[src/common/qmc_pkg.sv]
// Shared constants and types of the quad mode entry and exit controller.
// Assumes a host SPI controller on the pins and an Avalon-MM master on the bus.
package qmc_pkg;

  typedef struct packed {
    logic sck;
    logic cs_n;
    logic [3:0] dq;
  } qmc_pins_t;

  typedef enum logic [2:0] {
    ST_IDLE  = 3'h0,
    ST_CMD   = 3'h1,
    ST_ADDR  = 3'h3,
    ST_MODE  = 3'h2,
    ST_DUMMY = 3'h6,
    ST_XFER  = 3'h7,
    ST_SKIP  = 3'h5
  } qmc_state_t;

  // Instruction codes.
  localparam logic [7:0] OP_RD_STAT1 = 8'h05;
  localparam logic [7:0] OP_RD_STAT2 = 8'h35;
  localparam logic [7:0] OP_WR_STAT = 8'h01;
  localparam logic [7:0] OP_WR_EN = 8'h06;
  localparam logic [7:0] OP_RD_CFG = 8'h65;
  localparam logic [7:0] OP_WR_CFG = 8'h71;
  localparam logic [7:0] OP_QUAD_RD = 8'hEB;
  localparam logic [7:0] OP_RST_EN = 8'h66;
  localparam logic [7:0] OP_RST = 8'h99;

  localparam logic [23:0] CFG_ADDR = 24'h800003;
  localparam logic [3:0] CONT_NIBBLE = 4'hA;
  localparam logic [3:0] ALL_ONES = 4'hF;
  localparam logic [3:0] MODE_RESET_CLKS = 4'h8;

  // Field positions.
  localparam int WIP_BIT = 0;
  localparam int WEL_BIT = 1;
  localparam int QUAD_EN_BIT = 1;
  localparam int QPI_BIT = 6;

  // Phase lengths in bits.
  localparam logic [5:0] CMD_BITS = 6'h08;
  localparam logic [5:0] ADDR_BITS = 6'h18;
  localparam logic [5:0] MODE_BITS = 6'h08;
  localparam logic [5:0] DUMMY_BITS = 6'h10;
  localparam logic [5:0] BYTE_BITS = 6'h08;

  // Reset values.
  localparam logic [7:0] STAT1_RST = 8'h00;
  localparam logic [7:0] CFG_RST = 8'h00;
  localparam logic [7:0] PAT_RST = 8'h00;

  // Register byte offsets.
  localparam logic [4:0] REG_STAT1 = 5'h00;
  localparam logic [4:0] REG_STAT2 = 5'h04;
  localparam logic [4:0] REG_CFG = 5'h08;
  localparam logic [4:0] REG_MODE = 5'h0C;
  localparam logic [4:0] REG_PAT = 5'h10;

endpackage

[src/logic/qmc_ctrl.sv]
// Quad mode entry and exit controller of a serial flash command interface.
// Assumes a host that drives sck_i and cs_n_i, much slower than clk_i, and an
// Avalon-MM master for the register window.
//
// What this block does
// - Opcode 05h returns status register one.
// - Opcode 35h returns status register two.
// - Write status 01h second byte bit sets.
// - Second byte bit one zero clears quad enable.
// - Mode upper nibble A keeps continuous read.
// - Mode 00h exits after current read.
// - Eight clocks all-ones on lines exits mode.
// - Other upper nibble leaves continuous read.
// - Full quad bit is volatile.
// - Soft reset pair leaves full quad mode.
// - Reset needs 66h then 99h, any width.
//
// The Avalon-MM interface to the registers and the address map were chosen for this implementation.
`timescale 1ns/10ps
module qmc_ctrl
  import qmc_pkg::*;
(
  input wire logic clk_i,
  input wire logic rst_n_i,
  input wire logic [4:0] avs_address_i,
  input wire logic avs_read_i,
  input wire logic avs_write_i,
  input wire logic [31:0] avs_writedata_i,
  input wire logic [3:0] avs_byteenable_i,
  output logic [31:0] avs_readdata_o,
  output logic avs_waitrequest_o,
  input wire logic sck_i,
  input wire logic cs_n_i,
  input wire logic [3:0] quad_data_lines_i,
  output logic [3:0] quad_data_lines_o,
  output logic [3:0] quad_data_lines_oe_n_o
);

  ////////////////////////////////////////////////////////////////////////////
  // Pin synchronisation and edge detection.

  qmc_pins_t pin_raw;
  qmc_pins_t pin;
  logic sck_d;
  logic cs_n_d;
  logic sck_rise;
  logic sck_fall;
  logic cs_fall;
  logic cs_rise;

  assign pin_raw = {sck_i, cs_n_i, quad_data_lines_i};

  qmc_sync #(.W(6), .RV(6'h1F)) u_sync (
    .clk_i(clk_i),
    .rst_n_i(rst_n_i),
    .d_i(pin_raw),
    .q_o(pin)
  );

  always_ff @(posedge clk_i) begin
    if (!rst_n_i) begin
      sck_d <= 1'b0;
      cs_n_d <= 1'b1;
    end else begin
      sck_d <= pin.sck;
      cs_n_d <= pin.cs_n;
    end
  end

  assign sck_rise = pin.sck & ~sck_d & ~pin.cs_n;
  assign sck_fall = ~pin.sck & sck_d & ~pin.cs_n;
  assign cs_fall = ~pin.cs_n & cs_n_d;
  assign cs_rise = pin.cs_n & ~cs_n_d;

  ////////////////////////////////////////////////////////////////////////////
  // State and shared signals.

  qmc_state_t state;
  logic [7:0] op;
  logic [5:0] cnt;
  logic [23:0] shreg;
  logic [7:0] tx;
  logic wide;
  logic cfg_hit;
  logic [7:0] stat1_nv;
  logic wel;
  logic quad_enable_bit;
  logic [7:0] cfg;
  logic [7:0] pat;
  logic cont;
  logic cont_next;
  logic mode_seen;
  logic rst_en;
  logic [3:0] ones_cnt;
  logic byte_n;
  logic [7:0] first_byte;
  logic [23:0] next_shreg;
  logic [5:0] next_cnt;
  logic done;
  logic [7:0] byte_in;
  logic cmd_done;
  logic xfer_done;
  logic mode_done;
  logic soft_rst;
  logic ones_evt;
  logic out_dir;
  logic qpi;
  logic [7:0] stat1_v;
  logic [7:0] stat2_v;

  function automatic logic [5:0] step(input logic w);
    return w ? 6'h04 : 6'h01;
  endfunction

  function automatic logic [5:0] target(input qmc_state_t s);
    case (s)
      ST_CMD: return CMD_BITS;
      ST_ADDR: return ADDR_BITS;
      ST_MODE: return MODE_BITS;
      ST_DUMMY: return DUMMY_BITS;
      default: return BYTE_BITS;
    endcase
  endfunction

  assign qpi = cfg[QPI_BIT];
  assign stat1_v = {stat1_nv[7:2], wel, 1'b0};
  assign stat2_v = {6'h00, quad_enable_bit, 1'b0};
  assign out_dir = (op != OP_WR_STAT) && (op != OP_WR_CFG);

  always_comb begin
    if (wide) begin
      next_shreg = {shreg[19:0], pin.dq};
    end else begin
      next_shreg = {shreg[22:0], pin.dq[0]};
    end
    next_cnt = cnt + step(wide);
    done = sck_rise && (state != ST_IDLE) && (state != ST_SKIP) &&
           (next_cnt == target(state));
    byte_in = next_shreg[7:0];
  end

  assign cmd_done = done && (state == ST_CMD);
  assign xfer_done = done && (state == ST_XFER);
  assign mode_done = done && (state == ST_MODE);
  assign soft_rst = cmd_done && (byte_in == OP_RST) && rst_en;
  assign ones_evt = sck_rise && (pin.dq == ALL_ONES) &&
                    (ones_cnt == MODE_RESET_CLKS - 4'h1);

  // Byte presented on the lines for a read, chosen by instruction.
  function automatic logic [7:0] rd_val(input logic [7:0] o, input logic h);
    case (o)
      OP_RD_STAT1: return stat1_v;
      OP_RD_STAT2: return stat2_v;
      OP_RD_CFG: return h ? cfg : 8'h00;
      OP_QUAD_RD: return pat;
      default: return 8'h00;
    endcase
  endfunction

  ////////////////////////////////////////////////////////////////////////////
  // Command sequencer.

  always_ff @(posedge clk_i) begin
    if (!rst_n_i) begin
      state <= ST_IDLE;
      op <= 8'h00;
      cnt <= 6'h00;
      shreg <= 24'h000000;
      tx <= 8'h00;
      wide <= 1'b0;
      cfg_hit <= 1'b0;
    end else if (pin.cs_n) begin
      state <= ST_IDLE;
      cnt <= 6'h00;
    end else if (cs_fall) begin
      cnt <= 6'h00;
      if (cont) begin
        state <= ST_ADDR;
        op <= OP_QUAD_RD;
        wide <= 1'b1;
      end else begin
        state <= ST_CMD;
        wide <= qpi;
      end
    end else if (ones_evt) begin
      // The idle pattern must not start a data phase.
      state <= ST_SKIP;
    end else if (sck_rise && state != ST_SKIP) begin
      shreg <= next_shreg;
      cnt <= done ? 6'h00 : next_cnt;
      if (done) begin
        case (state)
          ST_CMD: begin
            op <= byte_in;
            case (byte_in)
              OP_RD_STAT1, OP_RD_STAT2: begin
                state <= ST_XFER;
                tx <= rd_val(byte_in, 1'b0);
              end
              OP_WR_STAT: state <= ST_XFER;
              OP_RD_CFG, OP_WR_CFG: state <= ST_ADDR;
              OP_QUAD_RD: begin
                // Quad transfers are refused while quad enable is clear.
                state <= quad_enable_bit ? ST_ADDR : ST_SKIP;
                wide <= 1'b1;
              end
              default: state <= ST_SKIP;
            endcase
          end
          ST_ADDR: begin
            cfg_hit <= next_shreg == CFG_ADDR;
            if (op == OP_QUAD_RD) begin
              state <= ST_MODE;
            end else begin
              state <= ST_XFER;
              tx <= rd_val(op, next_shreg == CFG_ADDR);
            end
          end
          ST_MODE: state <= ST_DUMMY;
          ST_DUMMY: begin
            state <= ST_XFER;
            tx <= pat;
          end
          ST_XFER: tx <= rd_val(op, cfg_hit);
          default: state <= ST_SKIP;
        endcase
      end
    end else if (sck_fall && state == ST_XFER && out_dir) begin
      tx <= wide ? {tx[3:0], 4'h0} : {tx[6:0], 1'b0};
    end
  end

  ////////////////////////////////////////////////////////////////////////////
  // Output drive, changed on the falling serial clock edge.

  always_ff @(posedge clk_i) begin
    if (!rst_n_i) begin
      quad_data_lines_o <= 4'h0;
      quad_data_lines_oe_n_o <= 4'hF;
    end else if (state != ST_XFER || !out_dir || pin.cs_n) begin
      quad_data_lines_oe_n_o <= 4'hF;
    end else if (sck_fall) begin
      if (wide) begin
        quad_data_lines_o <= tx[7:4];
        quad_data_lines_oe_n_o <= 4'h0;
      end else begin
        quad_data_lines_o <= {2'h0, tx[7], 1'b0};
        quad_data_lines_oe_n_o <= 4'hD;
      end
    end
  end

  ////////////////////////////////////////////////////////////////////////////
  // Status and configuration registers.

  always_ff @(posedge clk_i) begin
    if (!rst_n_i) begin
      stat1_nv <= STAT1_RST;
      wel <= 1'b0;
      quad_enable_bit <= 1'b0;
      cfg <= CFG_RST;
      rst_en <= 1'b0;
      byte_n <= 1'b0;
      first_byte <= 8'h00;
    end else begin
      if (cs_fall) begin
        byte_n <= 1'b0;
      end
      if (cmd_done) begin
        rst_en <= byte_in == OP_RST_EN;
      end
      if (soft_rst) begin
        // Only the volatile settings, cfg and wel, fall back; the other status contents survive.
        cfg <= CFG_RST;
        wel <= 1'b0;
      end else if (cmd_done && byte_in == OP_WR_EN) begin
        wel <= 1'b1;
      end else if (xfer_done && op == OP_WR_STAT) begin
        byte_n <= 1'b1;
        if (!byte_n) begin
          first_byte <= byte_in;
        end else begin
          // The non-volatile bits 7 to 2 of status one need a prior write enable.
          if (wel) begin
            stat1_nv <= {first_byte[7:2], 2'h0};
          end
          quad_enable_bit <= byte_in[QUAD_EN_BIT];
          wel <= 1'b0;
        end
      end else if (xfer_done && op == OP_WR_CFG && cfg_hit) begin
        cfg <= byte_in;
      end
    end
  end

  ////////////////////////////////////////////////////////////////////////////
  // Continuous read mode.

  always_ff @(posedge clk_i) begin
    if (!rst_n_i) begin
      ones_cnt <= 4'h0;
    end else if (cs_fall) begin
      ones_cnt <= 4'h0;
    end else if (sck_rise) begin
      if (pin.dq != ALL_ONES) begin
        ones_cnt <= ALL_ONES;
      end else if (ones_cnt < MODE_RESET_CLKS) begin
        ones_cnt <= ones_cnt + 4'h1;
      end
    end
  end

  always_ff @(posedge clk_i) begin
    if (!rst_n_i) begin
      cont <= 1'b0;
      cont_next <= 1'b0;
      mode_seen <= 1'b0;
    end else if (soft_rst || ones_evt) begin
      cont <= 1'b0;
      cont_next <= 1'b0;
      mode_seen <= 1'b0;
    end else if (mode_done) begin
      // Upper nibble A enters or stays; anything else leaves at read end.
      cont_next <= quad_enable_bit && (byte_in[7:4] == CONT_NIBBLE);
      mode_seen <= 1'b1;
    end else if (cs_rise && mode_seen) begin
      cont <= cont_next;
      mode_seen <= 1'b0;
    end
  end

  ////////////////////////////////////////////////////////////////////////////
  // Avalon-MM slave with one wait cycle per access.

  always_ff @(posedge clk_i) begin
    if (!rst_n_i) begin
      avs_waitrequest_o <= 1'b1;
      avs_readdata_o <= 32'h00000000;
      pat <= PAT_RST;
    end else begin
      avs_waitrequest_o <= ~((avs_read_i | avs_write_i) & avs_waitrequest_o);
      if (avs_read_i && avs_waitrequest_o) begin
        case (avs_address_i)
          REG_STAT1: avs_readdata_o <= {24'h000000, stat1_v};
          REG_STAT2: avs_readdata_o <= {24'h000000, stat2_v};
          REG_CFG: avs_readdata_o <= {24'h000000, cfg};
          REG_MODE: avs_readdata_o <= {24'h000000, 2'h0, qpi, cont, cont_next,
                                       rst_en, wel, quad_enable_bit};
          REG_PAT: avs_readdata_o <= {24'h000000, pat};
          default: avs_readdata_o <= 32'h00000000;
        endcase
      end
      if (avs_write_i && !avs_waitrequest_o && avs_address_i == REG_PAT &&
          avs_byteenable_i[0]) begin
        pat <= avs_writedata_i[7:0];
      end
    end
  end

endmodule

[src/logic/qmc_sync.sv]
// Two-stage synchroniser for the pin inputs of the quad mode controller.
// Assumes every bit is asynchronous to clk_i; only the second stage is read.
`timescale 1ns/10ps
module qmc_sync #(
  parameter int W = 6,
  parameter logic [W-1:0] RV = '1
) (
  input wire logic clk_i,
  input wire logic rst_n_i,
  input wire logic [W-1:0] d_i,
  output logic [W-1:0] q_o
);
  logic [W-1:0] meta;

  always_ff @(posedge clk_i) begin
    if (!rst_n_i) begin
      meta <= RV;
      q_o <= RV;
    end else begin
      meta <= d_i;
      q_o <= meta;
    end
  end
endmodule

[config.mk]
export PLATFORM = sky130hd
export DESIGN_NAME = qmc_ctrl
export DESIGN_NICKNAME = d
export VERILOG_FILES = /design/src/common/qmc_pkg.sv /design/src/logic/qmc_ctrl.sv /design/src/logic/qmc_sync.sv
export SDC_FILE = /design/constraint.sdc
export NUM_CORES = 1
export LEC_CHECK = 0
export BUFFER_PORTS_ARGS = -buffer_cell sky130_fd_sc_hd__buf_4
export CAP_MARGIN = 40
export CELL_PAD_IN_SITES_DETAIL_PLACEMENT = 0
export CELL_PAD_IN_SITES_GLOBAL_PLACEMENT = 1
export CORE_AREA = 2 2 125 127
export CTS_CLUSTER_DIAMETER = 150
export DETAILED_ROUTE_END_ITERATION = 8
export DIE_AREA = 0 0 127 129
export GPL_TIMING_DRIVEN = 0
export PLACE_DENSITY = 0.9
export SETUP_SLACK_MARGIN = 0.1
export SYNTH_ARGS = -nofsm -noshare
export SYNTH_HDL_FRONTEND = slang
export SYNTH_SLANG_ARGS = --single-unit
export TNS_END_PERCENT = 1
[constraint.sdc]
create_clock -name clk_i -period 3.7 [get_ports clk_i]
set_clock_uncertainty 0.1 [all_clocks]
set_input_delay 0.37 -clock clk_i [delete_from_list [all_inputs] [get_ports clk_i]]
set_output_delay 0.37 -clock clk_i [all_outputs]
set_load 0.02 [all_outputs]
==> impl_metrics.json, run 1 <==
{
  "clk_latency_ps": 430,
  "ys_ff_latch": 118,
  "synth_top_area_share_pct": 36.5,
  "rsz0062_at_grt": "true",
  "vias": 5965,
  "combPwrFrac_pct": 5.8,
  "slew_viol_final": 0,
  "instances_no_fill": 1038,
  "dieArea_um2": 16400,
  "grt_pass1_wl_mm": 29.8,
  "dp_slack_ps": -138,
  "cts_htree_levels": 4,
  "wl_per_cell_um": 18.2,
  "leakagePower_nw": 3.16,
  "synth_area_leaders": "dfxtp_1 36%, mux2i_1 7.9%, nand2_1 4.6%",
  "placed_cells": 1004,
  "n_antenna_cell": 0,
  "clock_power_share_pct": 51.2,
  "via_per_inst": 5.75,
  "layout.nets": 893,
  "postSynthAreaPerCell_um2": 8.62,
  "slew-limit-headroom_pct": 39.5,
  "tightest_slew_ps": 906,
  "portBuffers": 40,
  "antenna_found_initial": 0,
  "clockBufferDepth": 2,
  "p_sw_share_pct": 23.3,
  "drt_first_pass_iters": 6,
  "synthArstFlopShare_pct": 0,
  "ys_types": 77,
  "arrival_ps": 3970,
  "num_rows": 45,
  "clkTransAtPathRegs_ps": 50,
  "status": "finished, violations left",
  "setup_ws_ps": -55.9,
  "synth_area_um2": 6470,
  "grt_pass1_vias": 5526,
  "fin_crit_sh_pct": 102,
  "netlist_top_cells_count": "118 x dfxtp_1, 80 x nand2_1, 51 x mux2i_1",
  "cts_tree": "done",
  "p_total_w": 0.00299,
  "syn2layout_area_growth_pct": 18.9,
  "violations": "negative setup slack",
  "wl_mm": 18.8,
  "synth_top_flop_cell": "dfxtp_1",
  "io_pins": 92,
  "maxCapViolCount": 0,
  "grt_max_degree": 17,
  "worst_setup_path_start_kind": "flop",
  "power_frac_seq_pct": 43.0,
  "die_w_um": 127,
  "cellPowerDensity_nw_per_um2": 389,
  "track_usage_pct": 23.5,
  "ir_drop_uv": 307,
  "power_switching_w": 0.000696,
  "synth_top_cell_by_area": "dfxtp_1",
  "cts_buffers": 17,
  "ff2ff_setup_slack_ps": -60,
  "drt-initial-drc-count": 669,
  "worst_hold_path_type": "input port to flop",
  "clock.fmax_mhz": 266,
  "syn-instance-count": 751,
  "routabilityCongestion": 0.961,
  "synth_warnings": 0,
  "drc": 0,
  "cp-end-kind": "flop",
  "core_um2": 15000,
  "setup_viol": 5,
  "worstPathMaxFanout": 10,
  "final_util_pct": 51.4,
  "hold_buffers": 0,
  "worstSetupPathType": "flop to flop",
  "antenna_left": 0,
  "clock-sinks": 118,
  "layout-drive-gt1-share_pct": 16.5,
  "dpl.hpwl_mm": 13.8,
  "cts-root-buf": "clkbuf_16",
  "post-route-min-period_ps": 3760,
  "initial_utilization_pct": 43.2,
  "hold_viol": 0,
  "synth_edf_count": 0,
  "die_y_um": 129,
  "setup_tns_ps": -89.8,
  "worstPathRequired_ps": 3910,
  "yosysMostFrequentCell": "dfxtp_1",
  "grt_overflow_total": 0,
  "yosysSeqAreaShare_pct": 36.5,
  "p_int_w": 0.00230
}
## per-stage QoR
stage / area, µm² / hold WS (ps)
3_5_place_dp: 7110 / 298
5_1_grt: 7700 / 23.9
4_1_cts: 7680 / 22.7
3_3_place_gp: 7100 / 291
6_report: 7700 / 24.0
2_1_floorplan: 6560 / 286
## power groups by stage
stage          Clock (W)  Sequential, W  Combinational, W
2_1_floorplan          0        0.00131          0.000114
3_3_place_gp           0        0.00131          0.000169
3_5_place_dp           0        0.00131          0.000170
4_1_cts          0.00154        0.00129          0.000170
5_1_grt          0.00161        0.00129          0.000186
6_report         0.00153        0.00129          0.000174
## registers in the layout, summed over array words and instances (netlist names), 2 cells and up
name	flops
shreg	23
quad_data_lines_oe_n_o	2
ones_cnt	4
op	8
cfg	8
cnt	6
u_sync.meta	6
stat1_nv	6
state	3
pat	8
u_sync.q_o	6
tx	8
avs_readdata_o	8
quad_data_lines_o	4
first_byte	6
## worst paths after layout
kind                    end  cells after the start      startpoint
max           first_byte[3]                     12            wide
min          u_sync.meta[4]                      2          cs_n_i
max reg2reg   first_byte[3]                     12            wide
min reg2reg   u_sync.q_o[1]                      1  u_sync.meta[1]
## per-layer routing
metal / up-vias / track usage [%] / part of all wire (%)
li1: 2873 / - / -
met1: 2820 / 33.9 / 46
met2: 228 / 33.4 / 43
met3: 44 / 5.61 / 7.6
met4: 0 / 10.3 / 3.3
met5: - / 0 / 0
## timing repair
| item | 4_1_cts | 5_1_grt |
|---|---|---|
| gates resized for setup | 4 | 3 |
| buffers inserted | 2 | 1 |
| pin swaps | 4 | 1 |
| setup endpoints to repair | 37 | 45 |
## worst max-delay path, stage by stage, from the launching register on
cell and delay [ps]:
dfxtp_1 390, buf_4 190, buf_2 220, inv_1 210, ha_1 280, ha_1 230
xnor2_1 230, o31ai_1 110, or4_4 490, a211o_4 350, nor3b_4 490, mux2i_1 280
nor2b_1 70
## cell type report
class / instances / area [µm²]
inverter: 15 / 56.3
sequential: 118 / 2360
tap: 188 / 235
buffer: 68 / 373
timing repair buffer: 45 / 339
clock buffer: 22 / 464
multi-input combinational: 573 / 3790
clock inverter: 9 / 78.8
fill: 1465 / 7280
## layout by cell type, fill, tap and decap left out, drive strengths merged, types with 15 or more instances in the layout
| cell type | netlist | final |
|---|---|---|
| a211oi | 15 | 15 |
| a21oi | 30 | 30 |
| and2 | 18 | 18 |
| buf | 40 | 85 |
| clkbuf | 28 | 50 |
| conb | 1 | 24 |
| dfxtp | 118 | 118 |
| inv | 15 | 15 |
| mux2i | 51 | 51 |
| nand2 | 81 | 81 |
| nand2b | 23 | 23 |
| nand3 | 21 | 21 |
| nor2 | 40 | 40 |
| nor2b | 29 | 29 |
| nor3 | 17 | 17 |
| o211a | 29 | 29 |
| o21ai | 33 | 33 |
## cells by family (layout without fill, tap and decap cells)
kind of cell               count (synthesis)  count (layout)  synth area share (%)
buffers and inverters                     83             159                  6.59
xor gates and xnor gates                   5               5                 0.677
and+or+nand+nor                          299             299                  25.0
other                                      1              24                0.0579
adders and majority gates                  4               4                 0.773
DFF                                      118             118                  36.5
muxes                                     58              58                  9.10
AOI/OAI and AO/OA                        183             183                  21.3
No activity file was read; power rests on OpenSTA's default activity.
==> inputs of run 2 (changes only) <==
--- a/config.mk
+++ b/config.mk
@@ -10,12 +10,13 @@
 export CELL_PAD_IN_SITES_DETAIL_PLACEMENT = 0
 export CELL_PAD_IN_SITES_GLOBAL_PLACEMENT = 1
 export CORE_AREA = 2 2 125 127
-export CTS_CLUSTER_DIAMETER = 150
+export CTS_CLUSTER_DIAMETER = 200
 export DETAILED_ROUTE_END_ITERATION = 8
 export DIE_AREA = 0 0 127 129
 export GPL_TIMING_DRIVEN = 0
 export PLACE_DENSITY = 0.9
 export SETUP_SLACK_MARGIN = 0.1
+export SKIP_LAST_GASP = 1
 export SYNTH_ARGS = -nofsm -noshare
 export SYNTH_HDL_FRONTEND = slang
 export SYNTH_SLANG_ARGS = --single-unit
==> run 2 against run 1 <==
  * The flow still finishes with violations (negative setup slack)
  * Combinational power is essentially flat
  * Register-to-register slack is essentially flat
  * Via count grew 0.10%
  * Sequential share of layout area is essentially flat
  * Setup slack gained 1.8 ps
==> impl_metrics.json, run 2 (same netlist as run 1, synthesis figures left out) <==
{
  "status": "finished, violations left",
  "violations": "negative setup slack",
  "core_um2": 15000,
  "layout-drive-gt1-share_pct": 16.5,
  "critPathMostFrequentCell": "ha_1",
  "regMostFlops": "shreg",
  "multi_input_area_um2": 3790,
  "ff2ff_setup_slack_ps": -50,
  "hold_buffers": 0,
  "die_w_um": 127,
  "clock_power_share_pct": 51.1,
  "worstSetupPathType": "flop to flop",
  "clockBufferDepth": 2,
  "clk_latency_ps": 430,
  "die_y_um": 129,
  "worstPathRequired_ps": 3910,
  "grt_overflow_total": 0,
  "syn2layout_area_growth_pct": 19.0,
  "dp_slack_ps": -138,
  "hold_viol": 0,
  "layout_common_cells": "118 x dfxtp_1, 80 x nand2_1, 71 x buf_4",
  "slew-limit-headroom_pct": 38.7,
  "fin_crit_sh_pct": 101,
  "arrival_ps": 3960,
  "slew_viol_final": 0,
  "worst_hold_path_type": "input port to flop",
  "crit_family": "simple AND/OR/NAND/NOR gates",
  "clock.fmax_mhz": 266,
  "fillers": 1464,
  "worstPathMaxFanout": 10,
  "maxCapViolCount": 0,
  "wl_per_cell_um": 18.1,
  "antenna_left": 0,
  "cts-root-buf": "clkbuf_16",
  "via_per_inst": 5.75,
  "cts_buffers": 17,
  "n_antenna_cell": 0,
  "initial_utilization_pct": 43.2,
  "drt-initial-drc-count": 710,
  "rsz0062_at_grt": "true",
  "power_switching_w": 0.000693,
  "portBuffers": 40,
  "cellPowerDensity_nw_per_um2": 388,
  "grt_pass1_vias": 5524,
  "crit_path_top_delay_cell": "nor3b_4",
  "track_usage_pct": 23.5,
  "dieArea_um2": 16400,
  "leakagePower_nw": 3.17,
  "p_sw_share_pct": 23.2,
  "cp_num_buf_inv": 3,
  "tightest_slew_ps": 917,
  "ir_drop_uv": 304,
  "setup_viol": 5,
  "cts_htree_levels": 4,
  "grt_pass1_wl_mm": 29.8,
  "wl_mm": 18.8,
  "io_pins": 92,
  "vias": 5971,
  "cp-end-kind": "flop",
  "path_cells": "buf_4, buf_2, inv_1, ha_1, ha_1, xnor2_1, o31ai_1, or4_4, a211o_4, nor3b_4, mux2i_1, nor2b_1",
  "antenna_found_initial": 0,
  "register_area_um2": 2360,
  "largest_register_ffs": 23,
  "worst_setup_path_start_kind": "flop",
  "clock-sinks": 118,
  "p_int_w": 0.00230,
  "post-route-min-period_ps": 3750,
  "grt_max_degree": 17,
  "clkTransAtPathRegs_ps": 50,
  "combPwrFrac_pct": 5.8,
  "dpl.hpwl_mm": 13.8,
  "setup_ws_ps": -54.1,
  "power_frac_seq_pct": 43.1,
  "layout.cells.most_common": "dfxtp_1",
  "layout.nets": 893,
  "drc": 0,
  "cts_tree": "done",
  "num_rows": 45,
  "drt_first_pass_iters": 5,
  "hold_slack_ps": 26.8,
  "cpPeakStageDelay_ps": 490,
  "routabilityCongestion": 0.961
}
run 2: cell count changes in the layout (fill, tap and decap cells not counted):
cell	delta
o21ai_1	-1
xnor2_1	-1
clkbuf_2	-1
clkbuf_1	+1
xnor2_2	+1
o21ai_0	+1
run 2: layout make-up:
type | count | area share (%)
Multi-Input combinational cell | 573 | 49.3
Sequential cell | 118 | 30.7
Clock buffer | 22 | 6.03
Buffer | 68 | 4.82
Timing Repair Buffer | 45 | 4.40
Tap cell | 188 | 3.05
Clock inverter | 9 | 1.02
Inverter | 15 | 0.731
run 2: path summary, 6_finish.rpt:
check	cells after the start	start	end
worst max register to register	12	wide	first_byte[3]
worst min-delay path	2	cs_n_i	u_sync.meta[4]
worst min register to register	1	u_sync.meta[3]	u_sync.q_o[3]
worst max-delay path	12	wide	first_byte[3]
run 2: routing by layer:
metal | GRT usage [%] | vias to the layer above | part of all wire [%] | wire length, µm
met5 | 0 | - | 0 | 0
met4 | 10.3 | 0 | 3.4 | 641
met3 | 5.61 | 46 | 8.8 | 1650
met2 | 33.4 | 251 | 42 | 7970
met1 | 33.9 | 2796 | 45 | 8520
li1 | - | 2878 | - | -
run 2: worst reg2reg max path, cell delays in order (launching register included):
cell	delay, ps
dfxtp_1	380
buf_4	190
buf_2	220
inv_1	210
ha_1	290
ha_1	230
xnor2_1	220
o31ai_1	110
or4_4	480
a211o_4	350
nor3b_4	490
mux2i_1	290
nor2b_1	70
run 2: timing repair:
action,in CTS,in global routing
setup buffers,2,1
hold endpoints to repair,0,0
pin swaps,1,2
setup endpoints to repair,37,45
gates resized for setup,2,4
run 2: power groups by stage:
stage                     sequential [W]  combinational, W  clock, W
after CTS                        0.00129          0.000170   0.00154
after detailed placement         0.00131          0.000170         0
after floorplan                  0.00131          0.000114         0
after global placement           0.00131          0.000169         0
after global routing             0.00129          0.000186   0.00161
final                            0.00129          0.000173   0.00153
run 2: stage by stage:
stage               area (µm²)  setup TNS (ps)  power [W]  util (%)  instances
floorplan                 6560               0    0.00143         -        774
global placement          7100           -1070    0.00148      47.4       1002
detailed placement        7110            -885    0.00148      47.5       1004
CTS                       7680           -18.0    0.00300      51.3       1037
global route              7700           -4800    0.00309      51.4       1038
finish                    7700            -118    0.00299      51.4       1038
